### src/hw/liuck_regs.svh
`ifndef LIUCK_REGS_SVH
`define LIUCK_REGS_SVH

// Register indexes; byte address is four times the index
`define LIUCK_IDX_GLB     8'h07
`define LIUCK_IDX_TST     8'h10
`define LIUCK_IDX_VINS    8'h11
`define LIUCK_IDX_VST     8'h12
`define LIUCK_IDX_RCKI    8'h13
`define LIUCK_IDX_TCKI    8'h14
`define LIUCK_IDX_CKC     8'h15
`define LIUCK_IDX_GATE    8'h16
`define LIUCK_IDX_EZD     8'h18
`define LIUCK_IDX_CVOFF   8'h19
`define LIUCK_IDX_SRM     8'h1A
`define LIUCK_IDX_AMI     8'h1B
`define LIUCK_IDX_MCLK    8'h1C
`define LIUCK_IDX_IRQ     8'h1E
`define LIUCK_IDX_BANK    8'h1F

// Bank pointer value that opens this bank
`define LIUCK_BANK_LIU    8'h01

// Field positions
`define LIUCK_GLB_HIT     0
`define LIUCK_GLB_JABW    2:1
`define LIUCK_TST_EN      0
`define LIUCK_TST_SEL     7:5
`define LIUCK_CKC_AUX     3:0
`define LIUCK_CKC_RATE    4
`define LIUCK_CKC_PLLCH   7:5
`define LIUCK_IRQ_COW     0
`define LIUCK_IRQ_MODE    1
`define LIUCK_MCLK_PLLON  0
`define LIUCK_MCLK_BASE   1
`define LIUCK_MCLK_MULT   3:2
`define LIUCK_MCLK_REFSRC 6

// Reset values and counts
`define LIUCK_RST         '0
`define LIUCK_BYTE_ZERO   8'h00
`define LIUCK_PAD_ZERO    24'h00_0000
`define LIUCK_WIN_IDLE    2'h0
`define LIUCK_WIN_STEP    2'h1
`define LIUCK_WIN_HOLD    2'h2
`define LIUCK_ONE_HOT     8'h01

`endif

### src/hw/liuck_pkg.sv
package liuck_pkg;

  // Per-channel line events from the receivers
  typedef struct packed {
    logic [7:0] bpv;     // Bipolar violation seen
    logic [7:0] cv;      // Code violation seen
    logic [7:0] exz;     // Excessive zeros seen
    logic [7:0] los;     // Loss of signal
  } liuck_line_t;

  // Whole state of the register bank
  typedef struct packed {
    logic            ack;
    logic [7:0]      rdata;
    logic [7:0]      bank;
    logic [1:0]      ja_bw;
    logic            hit;
    logic [2:0]      tsel;
    logic            ten;
    logic [7:0]      vi;
    logic [7:0]      vi_prev;
    logic [7:0]      vi_pls;
    logic [7:0]      vstat;
    logic [7:0][1:0] win;
    logic [7:0]      rcki;
    logic [7:0]      tcki;
    logic [2:0]      pll_ch;
    logic            rate_sel;
    logic [3:0]      aux_sel;
    logic [7:0]      gate;
    logic            irq_mode;
    logic            cow_en;
    logic [7:0]      ezd;
    logic [7:0]      cvoff;
    logic [7:0]      srm;
    logic [7:0]      ami;
    logic            pll_en;
    logic            base_sel;
    logic [1:0]      mult;
    logic            ref_src;
    logic            hit_o;
    logic [7:0]      ten_o;
    logic [7:0]      rxf;
    logic            pll_rec;
    logic [7:0]      hold;
    logic [7:0]      tomclk;
    logic            irq_out;
    logic            irq_oe;
  } liuck_state_t;

endpackage : liuck_pkg

### src/hw/liuck_top.sv
`timescale 1ns/1ps
`include "liuck_regs.svh"

module liuck_top (
  input  wire logic                 clk_i,
  input  wire logic                 rst_i,
  input  wire logic                 ce_i,
  input  wire logic                 wb_cyc_i,
  input  wire logic                 wb_stb_i,
  input  wire logic                 wb_we_i,
  input  wire logic [9:0]           wb_adr_i,
  input  wire logic [3:0]           wb_sel_i,
  input  wire logic [31:0]          wb_dat_i,
  output      logic [31:0]          wb_dat_o,
  output      logic                 wb_ack_o,
  input  wire liuck_pkg::liuck_line_t line_i,
  input  wire logic                 oe_pin_i,
  input  wire logic                 rx_edge_select_pin_i,
  input  wire logic                 irq_req_i,
  output      logic [1:0]           ja_bandwidth_sel_o,
  output      logic                 hitless_rx_impedance_off_o,
  output      logic [7:0]           tester_enable_o,
  output      logic [7:0]           violation_insert_trigger_o,
  output      logic [7:0]           rx_clock_falling_o,
  output      logic [7:0]           tx_clock_invert_o,
  output      logic [2:0]           pll_ref_channel_sel_o,
  output      logic                 pll_use_recovered_o,
  output      logic                 pll_enable_o,
  output      logic                 mclk_base_sel_o,
  output      logic [1:0]           mclk_multiple_sel_o,
  output      logic                 rate_clock_sel_o,
  output      logic [3:0]           aux_clock_freq_sel_o,
  output      logic [7:0]           rx_clock_hold_low_o,
  output      logic [7:0]           rx_clock_to_mclk_o,
  output      logic                 irq_n_pin_o,
  output      logic                 irq_n_pin_oe_o
);

  // Pick one bit of a channel vector
  function automatic logic pick_bit(
    input logic [7:0] vec,
    input logic [2:0] sel
  );
    pick_bit = vec[sel];
  endfunction : pick_bit

  // Registered state and its next value
  liuck_pkg::liuck_state_t s_q;
  liuck_pkg::liuck_state_t s_d;

  logic [7:0] idx;     // Register index from the byte address
  logic       req;     // New bus request this cycle
  logic       rd;      // Read request
  logic       wr;      // Write request on lane 0
  logic       liu;     // Bank pointer opens this bank
  logic [7:0] wd;      // Write data byte
  logic [7:0] ev;      // Qualified violation per channel
  logic [7:0] lv_clr;  // Status bits cleared by the bus

  // Bus decode
  assign idx = wb_adr_i[9:2];
  assign req = wb_cyc_i & wb_stb_i & ~s_q.ack;
  assign rd  = req & ~wb_we_i;
  assign wr  = req & wb_we_i & wb_sel_i[0];
  assign liu = (s_q.bank == `LIUCK_BANK_LIU);
  assign wd  = wb_dat_i[7:0];

  // Next-state logic for bus, status and line-side outputs
  always_comb
  begin
    s_d    = s_q;
    ev     = `LIUCK_BYTE_ZERO;
    lv_clr = `LIUCK_BYTE_ZERO;
    // Answer every request one cycle later
    s_d.ack = req;
    if (req)
    begin
      s_d.rdata = `LIUCK_BYTE_ZERO;
      // Bank pointer is always reachable
      if (idx == `LIUCK_IDX_BANK)
      begin
        s_d.rdata = s_q.bank;
        if (wr)
          s_d.bank = wd;
      end
      // Rest of the bank only when opened
      else if (liu)
      begin
        case (idx)
          `LIUCK_IDX_GLB:
          begin
            s_d.rdata[`LIUCK_GLB_JABW] = s_q.ja_bw;
            s_d.rdata[`LIUCK_GLB_HIT]  = s_q.hit;
            if (wr)
            begin
              s_d.ja_bw = wd[`LIUCK_GLB_JABW];
              s_d.hit   = wd[`LIUCK_GLB_HIT];
            end
          end
          `LIUCK_IDX_TST:
          begin
            s_d.rdata[`LIUCK_TST_SEL] = s_q.tsel;
            s_d.rdata[`LIUCK_TST_EN]  = s_q.ten;
            if (wr)
            begin
              s_d.tsel = wd[`LIUCK_TST_SEL];
              s_d.ten  = wd[`LIUCK_TST_EN];
            end
          end
          `LIUCK_IDX_VINS:
          begin
            s_d.rdata = s_q.vi;
            if (wr)
              s_d.vi = wd;
          end
          `LIUCK_IDX_VST:
          begin
            s_d.rdata = s_q.vstat;
            // Read clears what was shown
            if (rd && !s_q.cow_en)
              lv_clr = s_q.vstat;
            // Write of ones clears
            if (wr && s_q.cow_en)
              lv_clr = wd;
          end
          `LIUCK_IDX_RCKI:
          begin
            s_d.rdata = s_q.rcki;
            if (wr)
              s_d.rcki = wd;
          end
          `LIUCK_IDX_TCKI:
          begin
            s_d.rdata = s_q.tcki;
            if (wr)
              s_d.tcki = wd;
          end
          `LIUCK_IDX_CKC:
          begin
            s_d.rdata[`LIUCK_CKC_PLLCH] = s_q.pll_ch;
            s_d.rdata[`LIUCK_CKC_RATE]  = s_q.rate_sel;
            s_d.rdata[`LIUCK_CKC_AUX]   = s_q.aux_sel;
            if (wr)
            begin
              s_d.pll_ch   = wd[`LIUCK_CKC_PLLCH];
              s_d.rate_sel = wd[`LIUCK_CKC_RATE];
              s_d.aux_sel  = wd[`LIUCK_CKC_AUX];
            end
          end
          `LIUCK_IDX_GATE:
          begin
            s_d.rdata = s_q.gate;
            if (wr)
              s_d.gate = wd;
          end
          `LIUCK_IDX_EZD:
          begin
            s_d.rdata = s_q.ezd;
            if (wr)
              s_d.ezd = wd;
          end
          `LIUCK_IDX_CVOFF:
          begin
            s_d.rdata = s_q.cvoff;
            if (wr)
              s_d.cvoff = wd;
          end
          `LIUCK_IDX_SRM:
          begin
            s_d.rdata = s_q.srm;
            if (wr)
              s_d.srm = wd;
          end
          `LIUCK_IDX_AMI:
          begin
            s_d.rdata = s_q.ami;
            if (wr)
              s_d.ami = wd;
          end
          `LIUCK_IDX_MCLK:
          begin
            s_d.rdata[`LIUCK_MCLK_REFSRC] = s_q.ref_src;
            s_d.rdata[`LIUCK_MCLK_MULT]   = s_q.mult;
            s_d.rdata[`LIUCK_MCLK_BASE]   = s_q.base_sel;
            s_d.rdata[`LIUCK_MCLK_PLLON]  = s_q.pll_en;
            if (wr)
            begin
              s_d.ref_src  = wd[`LIUCK_MCLK_REFSRC];
              s_d.mult     = wd[`LIUCK_MCLK_MULT];
              s_d.base_sel = wd[`LIUCK_MCLK_BASE];
              s_d.pll_en   = wd[`LIUCK_MCLK_PLLON];
            end
          end
          `LIUCK_IDX_IRQ:
          begin
            s_d.rdata[`LIUCK_IRQ_MODE] = s_q.irq_mode;
            s_d.rdata[`LIUCK_IRQ_COW]  = s_q.cow_en;
            if (wr)
            begin
              s_d.irq_mode = wd[`LIUCK_IRQ_MODE];
              s_d.cow_en   = wd[`LIUCK_IRQ_COW];
            end
          end
          // Unmapped index reads zero, write ignored
          default:
            s_d.rdata = `LIUCK_BYTE_ZERO;
        endcase
      end
    end

    // Violation capture per channel
    for (int i = 0; i < 8; i++)
    begin
      // Dual rail passes only bipolar violations
      ev[i] = line_i.bpv[i] | (s_q.srm[i] & (
              (line_i.exz[i] & s_q.ezd[i]) |
              (line_i.cv[i] & ~s_q.ami[i] & ~s_q.cvoff[i])));
      // Window after a capture blocks later events
      if (s_q.win[i] != `LIUCK_WIN_IDLE)
      begin
        s_d.win[i]   = s_q.win[i] - `LIUCK_WIN_STEP;
        s_d.vstat[i] = s_q.vstat[i] & ~lv_clr[i];
      end
      else if (ev[i])
      begin
        // Set wins over a clear in the same cycle
        s_d.win[i]   = `LIUCK_WIN_HOLD;
        s_d.vstat[i] = 1'b1;
      end
      // No event: only the bus may clear
      else
        s_d.vstat[i] = s_q.vstat[i] & ~lv_clr[i];
    end

    // Insert pulse on a rising insert bit
    s_d.vi_prev = s_q.vi;
    s_d.vi_pls  = s_q.vi & ~s_q.vi_prev;

    // Impedance off only while OE pin is low
    s_d.hit_o = s_q.hit & ~oe_pin_i;

    // One-hot tester enable from channel select
    s_d.ten_o = s_q.ten ? (`LIUCK_ONE_HOT << s_q.tsel)
                        : `LIUCK_BYTE_ZERO;

    // Edge pin forces falling-edge receive data
    s_d.rxf = s_q.rcki | {8{rx_edge_select_pin_i}};

    // Recovered reference unless its channel lost signal
    s_d.pll_rec = s_q.ref_src &
                  ~pick_bit(line_i.los, s_q.pll_ch);

    // Recovered clock handling on loss
    s_d.hold   = s_q.gate & line_i.los;
    s_d.tomclk = ~s_q.gate & line_i.los;

    // Interrupt pin: low when active, idle per mode
    s_d.irq_out = ~((|s_q.vstat) | irq_req_i);
    s_d.irq_oe  = (|s_q.vstat) | irq_req_i | s_q.irq_mode;
  end

  // State register, frozen while clock enable is low
  always_ff @(posedge clk_i)
  begin
    if (rst_i)
      s_q <= `LIUCK_RST;
    else if (ce_i)
      s_q <= s_d;
  end

  // Outputs straight from the state register
  assign wb_dat_o                   = {`LIUCK_PAD_ZERO, s_q.rdata};
  assign wb_ack_o                   = s_q.ack;
  assign ja_bandwidth_sel_o         = s_q.ja_bw;
  assign hitless_rx_impedance_off_o = s_q.hit_o;
  assign tester_enable_o            = s_q.ten_o;
  assign violation_insert_trigger_o = s_q.vi_pls;
  assign rx_clock_falling_o         = s_q.rxf;
  assign tx_clock_invert_o          = s_q.tcki;
  assign pll_ref_channel_sel_o      = s_q.pll_ch;
  assign pll_use_recovered_o        = s_q.pll_rec;
  assign pll_enable_o               = s_q.pll_en;
  assign mclk_base_sel_o            = s_q.base_sel;
  assign mclk_multiple_sel_o        = s_q.mult;
  assign rate_clock_sel_o           = s_q.rate_sel;
  assign aux_clock_freq_sel_o       = s_q.aux_sel;
  assign rx_clock_hold_low_o        = s_q.hold;
  assign rx_clock_to_mclk_o         = s_q.tomclk;
  assign irq_n_pin_o                = s_q.irq_out;
  assign irq_n_pin_oe_o             = s_q.irq_oe;

  // Closed bank reads zero
  property p_bank_closed;
    @(posedge clk_i) disable iff (rst_i)
    (ce_i && req && !wb_we_i && !liu && idx != `LIUCK_IDX_BANK)
    |=> (wb_ack_o && wb_dat_o == '0);
  endproperty
  a_bank_closed: assert property (p_bank_closed)
    else $error("closed bank returned data");

  // Rising insert bit gives exactly one pulse
  property p_insert_pulse;
    @(posedge clk_i) disable iff (rst_i)
    (ce_i && s_q.vi[0] && !s_q.vi_prev[0])
    |=> violation_insert_trigger_o[0] ##1 (!ce_i ||
        !violation_insert_trigger_o[0]);
  endproperty
  a_insert_pulse: assert property (p_insert_pulse)
    else $error("insert pulse wrong");

  // First qualified event latches status
  property p_latch;
    @(posedge clk_i) disable iff (rst_i)
    (ce_i && line_i.bpv[0] && s_q.win[0] == `LIUCK_WIN_IDLE)
    |=> s_q.vstat[0];
  endproperty
  a_latch: assert property (p_latch)
    else $error("violation not latched");

  // No second capture within the window
  property p_window;
    @(posedge clk_i) disable iff (rst_i)
    (ce_i && s_q.win[0] != `LIUCK_WIN_IDLE && !s_q.vstat[0])
    |=> !s_q.vstat[0];
  endproperty
  a_window: assert property (p_window)
    else $error("capture inside window");

  // Dual rail ignores non-bipolar events
  property p_dual_rail;
    @(posedge clk_i) disable iff (rst_i)
    (ce_i && !s_q.srm[0] && !line_i.bpv[0] && !s_q.vstat[0])
    |=> !s_q.vstat[0];
  endproperty
  a_dual_rail: assert property (p_dual_rail)
    else $error("non-bipolar event latched");

  // Tester active on at most one channel
  property p_one_tester;
    @(posedge clk_i) disable iff (rst_i)
    (ce_i && s_q.ten) |=> $onehot(tester_enable_o);
  endproperty
  a_one_tester: assert property (p_one_tester)
    else $error("tester not one-hot");

  // Edge pin forces all channels falling
  property p_edge_pin;
    @(posedge clk_i) disable iff (rst_i)
    (ce_i && rx_edge_select_pin_i) |=> (&rx_clock_falling_o);
  endproperty
  a_edge_pin: assert property (p_edge_pin)
    else $error("edge pin ignored");

  // Loss on reference channel drops recovered clock
  property p_ref_loss;
    @(posedge clk_i) disable iff (rst_i)
    (ce_i && pick_bit(line_i.los, s_q.pll_ch))
    |=> !pll_use_recovered_o;
  endproperty
  a_ref_loss: assert property (p_ref_loss)
    else $error("reference kept during loss");

  // Gated clock held low, not switched
  property p_gate;
    @(posedge clk_i) disable iff (rst_i)
    (ce_i && s_q.gate[0] && line_i.los[0])
    |=> (rx_clock_hold_low_o[0] && !rx_clock_to_mclk_o[0]);
  endproperty
  a_gate: assert property (p_gate)
    else $error("gate on loss wrong");

  // Active interrupt drives the pin low
  property p_irq;
    @(posedge clk_i) disable iff (rst_i)
    (ce_i && irq_req_i) |=> (irq_n_pin_oe_o && !irq_n_pin_o);
  endproperty
  a_irq: assert property (p_irq)
    else $error("interrupt pin not driven low");

endmodule : liuck_top

### config.mk
export PLATFORM = sky130hd
export DESIGN_NAME = liuck_top
export DESIGN_NICKNAME = d
export VERILOG_FILES = /design/src/hw/liuck_pkg.sv /design/src/hw/liuck_top.sv
export VERILOG_INCLUDE_DIRS = /design/src /design/src/hw
export SDC_FILE = /design/constraint.sdc
export NUM_CORES = 1
export LEC_CHECK = 0
export BUFFER_PORTS_ARGS = -buffer_cell sky130_fd_sc_hd__buf_4
export CAP_MARGIN = 40
export CORE_ASPECT_RATIO = 1.4
export CORE_MARGIN = 2
export CORE_UTILIZATION = 30
export DETAILED_ROUTE_END_ITERATION = 10
export MAX_ROUTING_LAYER = met4
export PLACE_DENSITY_LB_ADDON = 0.15
export SYNTH_ARGS = -nofsm -noshare
export SYNTH_HDL_FRONTEND = slang
export SYNTH_SLANG_ARGS = --single-unit
### constraint.sdc
create_clock -name clk_i -period 3.35 [get_ports clk_i]
set_input_delay 0.5025 -clock clk_i [delete_from_list [all_inputs] [get_ports clk_i]]
set_output_delay 0.5025 -clock clk_i [all_outputs]
set_load 0.1 [all_outputs]
Word level (Yosys, flattened, before mapping)
Cells that the tools add are included.
{ "word_totals": {"regBits": 179, "input_bits": 87, "out_inout_bits": 99, "word_cells": 264} }
{ "op_classes": {"add_sub_neg": 8, "n_lt_le_gt_ge": 1, "n_eq_ne": 16, "shifts": 1, "mux": 51, "n_bitwise": 101, "n_reduce_logical": 43} }
{ "ops": {"columns": ["op", "n"], "rows": [
  ["$eq 8x5->1 const B", 14],
  ["$reduce_and 6->1", 13],
  ["$mux 8", 9],
  ["$and 1x1->1", 47],
  ["$pmux 1 s11", 3],
  ["$mux 2", 16],
  ["$reduce_bool 2->1", 16],
  ["$not 1->1", 30],
  ["$and 8x8->8", 3],
  ["$pmux 1 s12", 2],
  ["$or 1x1->1", 18],
  ["$reduce_and 2->1", 9],
  ["$mux 1", 17],
  ["$not 8->8", 2],
  ["$sub 2x1->2 const B", 8],
  ["$pmux 1 s14", 1],
  ["$pmux 1 s13", 1],
  ["$pmux 1 s10", 1],
  ["$eq 8x1->1 const B", 1],
  ["$eq 8x3->1 const B", 1],
  ["$or 8x8->8", 1],
  ["$reduce_or 8->1", 1],
  ["$shl 1x3->8 const A", 1],
  ["$lt 3x4->1 const B", 1],
  ["other kinds (4)", 5]
]} }

Longest topological paths before layout
{ "logic_depth": {"word_depth": 14, "ltp_mapped": 9, "depth_no_buf": 6} }

Worst setup path before layout
No wires, ideal clock.
{ "synth_timing": {"kind": "input port to flip-flop", "from": "in wb_adr_i[6]", "to": "reg s_q[166] (netlist bit)", "setup_time_ps": 128, "arrival_time_ps": 2108, "t_required_ps": 3222, "setup_slack_ps": 1115, "stages": 9, "n_path_buf": 3, "path_cell_list": "buf_4 -> or4b_4 -> nor3_4 -> and3_1 -> buf_4 -> and2b_1 -> buf_6 -> mux2i_1 -> nor2_1"} }
{ "synth_via": {"elab_chain_cells": 2} }
{ "synth_lines": {"columns": ["element", "line", "rtl"], "rows": [
  ["from (decl)", "liuck_top.sv:11", "input wire logic [9:0] wb_adr_i,"],
  ["$eq 8x5->1 (no line)", null, null],
  ["$reduce_and 4->1 (no line)", null, null],
  ["to (signal assigned)", "liuck_top.sv:266", "s_q <= `LIUCK_RST;"],
  ["to (decl)", "liuck_top.sv:48", "liuck_pkg::liuck_state_t s_q;"]
]} }
Every way passes these cells.
A chain may end at the register's enable or synchronous reset.

Worst setup path in the final report
{ "layout_timing": {"from": "reg s_q[163] (netlist bit)", "to": "reg s_q (netlist bit tx_clock_invert_o[3])"} }
{ "layout_via": {"elab_chain_cells": 2} }
{ "layout_lines": {"columns": ["element"], "rows": [
  ["$eq 8x1->1 (no line)"],
  ["$reduce_and 6->1 (no line)"]
]} }
Every way passes these cells.

==> summary.md <==
| Metric | Value |
|---|---|
| Status | `finished, final reports clean` |
| Die Wd | `149.9 um` |
| Worst R2R End | `tx_clock_invert_o[3]` |
| Leakage | `4.300 nW` |
| Fmax | `a little over 0.4 GHz` |
| Yosys Warn Count | `0` |
| Mux contribution to synthesized area | `0.1136` |
| Detail Route Antenna Nets | `0` |
| Seq. cell area | `about 0.0036 mm^2` |
| Critical-path top delay cell | `and3_1` |
| Cell area after layout | `between 0.01 and 0.015 mm^2` |
| WHS | `0.3489 ns` |
| Post-synthesis instance total | `approximately 1100` |
| Drt total wl | `between 20 and 30 mm` |
| Yosys cell types | `56` |
| CP endpoint kind | `flip-flop` |
| Area grow syn2layout | `15.03%` |
| DP Cell Count | `about 1500` |
| Layout cells sized above 1 | `0.1931` |
| Min-Delay Path Class | `input port to flip-flop` |
| N_diodes | `0` |
| DIE AREA | `roughly 0.031 mm^2` |
| Core area | `0.02926 mm^2` |
| Start of the worst register-to-register path | `s_q[163]` |
| Least-Margin Pin Slew | `slightly below 0.8 ns` |
| CTS clock-pin slew for the worst setup and hold paths | `around 0.07 ns` |
| Post-CTS sizing | `0` |
| RSZ-0062 raised after global routing | `no` |
| VDD IR-drop max | `a little under 0.3 mV` |
| Mapped Area | `0.008944 mm^2` |
| Number of global-route vias before repair | `roughly 7000` |
| Sequential-to-total area share from yosys stat | `0.4007` |
| Starting density of the core | `0.3057` |
| Nets | `about 1200` |
| Compound-cell area share of the yosys netlist | `0.1444` |
| Critical Path Start | `s_q[163]` |
| Setup Fix Bufs, Post-CTS | `0` |
| Max_slew headroom | `0.4822` |
| DRT Pass-1 Iters | `5` |
| Root Buffer Master | `clkbuf_16` |
| Max-cap violations | `0` |
| Per-cell routed wire length | `~20 um` |
| DP Area | `0.009699 mm^2` |
| Final setup fails | `0` |
| Synth Area in Simple Gates | `0.1970` |
| Power per standard cell area | `between 400 and 500 mW/mm^2` |
| CP startpoint kind | `flip-flop` |
| Grt ovf | `0` |
| Area of the multi-input gates | `approximately 0.0044 mm^2` |
| Levels on crit path | `7` |
| Largest family of logic cells by synthesized area | `simple AND/OR/NAND/NOR gates` |
| Post-synthesis adder-cell area fraction | `0.02238` |
| Num CTS Buffers | `17` |
| Final worst slack | `between 0.8 and 0.9 ns` |
| Vias per cell | `~5` |
| Final Power | `between 4 and 5 mW` |
| Buf/Inv on CP | `1` |
| # hold bufs at CTS | `0` |
| Gpl congestion | `approximately 0.87` |
| Core Rows | `74` |
| Worst Setup Path Type | `flip-flop to flip-flop` |
| Critical path required time | `3.67 ns` |
| DR vias | `around 7400` |
| CP Cell Sequence | `nor4b_1 > nand2_1 > nor4_2 > buf_4 > and3_1 > mux2i_1 > nor2_1` |
| # IOs | `between 150 and 200` |
| Critical-path maximum fanout | `20` |
| Post-route clock period utilization | `0.7351` |
| Number of synthesized flops with an enable pin | `0` |
| Crit path capture | `tx_clock_invert_o[3]` |
| Commonest non-fill, non-tap cells in the layout | `dfxtp_1 (179), buf_4 (151), nor2_1 (126)` |
| Cells on Worst Hold Path | `3` |
| Clock buffer depth | `2` |
| Count of input and output buffers | `~130` |
| Final hold viol count | `0` |
| Final Util | `0.3516` |
| H-tree levels | `4` |
| Clk_lat worst skew | `0.45 ns` |
| Setup TNS | `0 ns` |
| Global-route wire length before repair | `43.84 mm` |
| DIE HEIGHT | `208.3 um` |
| CTS tree | `built` |
| Fin cells | `around 1500` |
| CP arrival | `between 2 and 3 ns` |
| R2R depth | `7` |
| Total track usage | `0.1938` |
| Dpl hpwl | `between 20 and 25 mm` |
| Initial antenna violation count | `0` |
| Commonest non-fill, non-tap cell in the layout | `dfxtp_1` |
| R2R Setup Slk | `approximately 0.89 ns` |
| Worst path top cell family by delay | `simple AND/OR/NAND/NOR gates` |
| Max Slew Vio Count | `0` |
| Synth Area per Inst | `8.414 um^2` |
| Pre-CTS WS | `0.5985 ns` |
| Yosys reg bits | `between 150 and 200` |
| Post-synth ARST share | `0` |
| Clock Skew | `about 0.013 ns` |
| Fillers | `~3200` |
| Iter 0 DRT Violations | `about 420` |
| Residual DRC count | `0` |
| Critical Path Max Stage Delay | `approximately 0.67 ns` |
| Largest net degree at the start of global routing | `98` |
| Main synth FF type | `dfxtp_1` |
| Synth Area in XOR/XNOR | `0` |
| CTS sink count | `roughly 180` |
| Min Tclk post-route | `around 2.5 ns` |
per-layer routing:
layer / track usage / share of wire / up-vias
met3: 0.03355 / 0.046 / 37
met4: 0.06701 / 0.026 / 0
met2: 0.3244 / 0.51 / 216
li1: - / - / 3625
met1: 0.2332 / 0.42 / 3555
met5: - / 0 / -
how the worst min path moves through the flow:
stage	slack (ns)	end	from
2_1_floorplan	0.43	rx_clock_hold_low_o[6]	rx_clock_hold_low_o[6]
3_5_place_dp	0.45	rx_clock_hold_low_o[6]	rx_clock_hold_low_o[6]
3_3_place_gp	0.45	rx_clock_hold_low_o[6]	rx_clock_hold_low_o[6]
4_1_cts	0.33	rx_clock_to_mclk_o[1]	line_i[1]
5_1_grt	0.34	rx_clock_to_mclk_o[6]	line_i[6]
6_report	0.35	rx_clock_to_mclk_o[1]	line_i[1]
power by group:
part           internal [mW]  leakage, nW  switching, mW
Combinational          0.150         2.58          0.450
Sequential              2.16         1.45         0.0239
Clock                   1.14        0.267          0.900
Total                   3.45         4.30           1.37
area by class of cell:
type	instances	area share
clock buffers	20	0.04439
clock inverters	11	0.01277
inverters	27	0.009852
multi-input cells	718	0.4243
flip-flops and latches	179	0.3483
well taps	380	0.04622
repair buffers	153	0.1141
worst register-to-register path, stage by stage (launching register included):
cell and delay, ns:
dfxtp_1 0.33, nor4b_1 0.30, nand2_1 0.18, nor4_2 0.23, buf_4 0.32, and3_1 0.68, mux2i_1 0.27, nor2_1 0.05
state kept, by name (all words and copies together), names as in the netlist:
name,flops
s_q,96
rx_clock_falling_o,8
rx_clock_hold_low_o,8
rx_clock_to_mclk_o,8
s_d,8
tester_enable_o,8
tx_clock_invert_o,8
violation_insert_trigger_o,8
wb_dat_o,8
aux_clock_freq_sel_o,4
pll_ref_channel_sel_o,3
ja_bandwidth_sel_o,2
mclk_multiple_sel_o,2
hitless_rx_impedance_off_o,1
irq_n_pin_o,1
irq_n_pin_oe_o,1
mclk_base_sel_o,1
pll_enable_o,1
pll_use_recovered_o,1
rate_clock_sel_o,1
wb_ack_o,1
cell usage after synthesis, types with 19 or more instances:
master    instances  share of area
a21oi_1          96          0.054
a22oi_1          20          0.017
buf_4            94          0.079
clkbuf_1         48          0.020
dfxtp_1         179           0.40
inv_1            25          0.010
mux2i_1          88          0.098
nand2_1         118          0.050
nand3_1          38          0.021
nand3b_1         19          0.016
nor2_1          126          0.053
o21ai_0          26          0.015
logic make-up after synthesis:
logic type | after synthesis
AO/OA/AOI/OAI | 207
adder cells (fa/ha/maj) | 16
buffers and inverters | 189
flip-flops | 179
multiplexers | 97
other | 1
AND/OR/NAND/NOR | 374
Note: power is estimated with default switching activity, not from simulation.
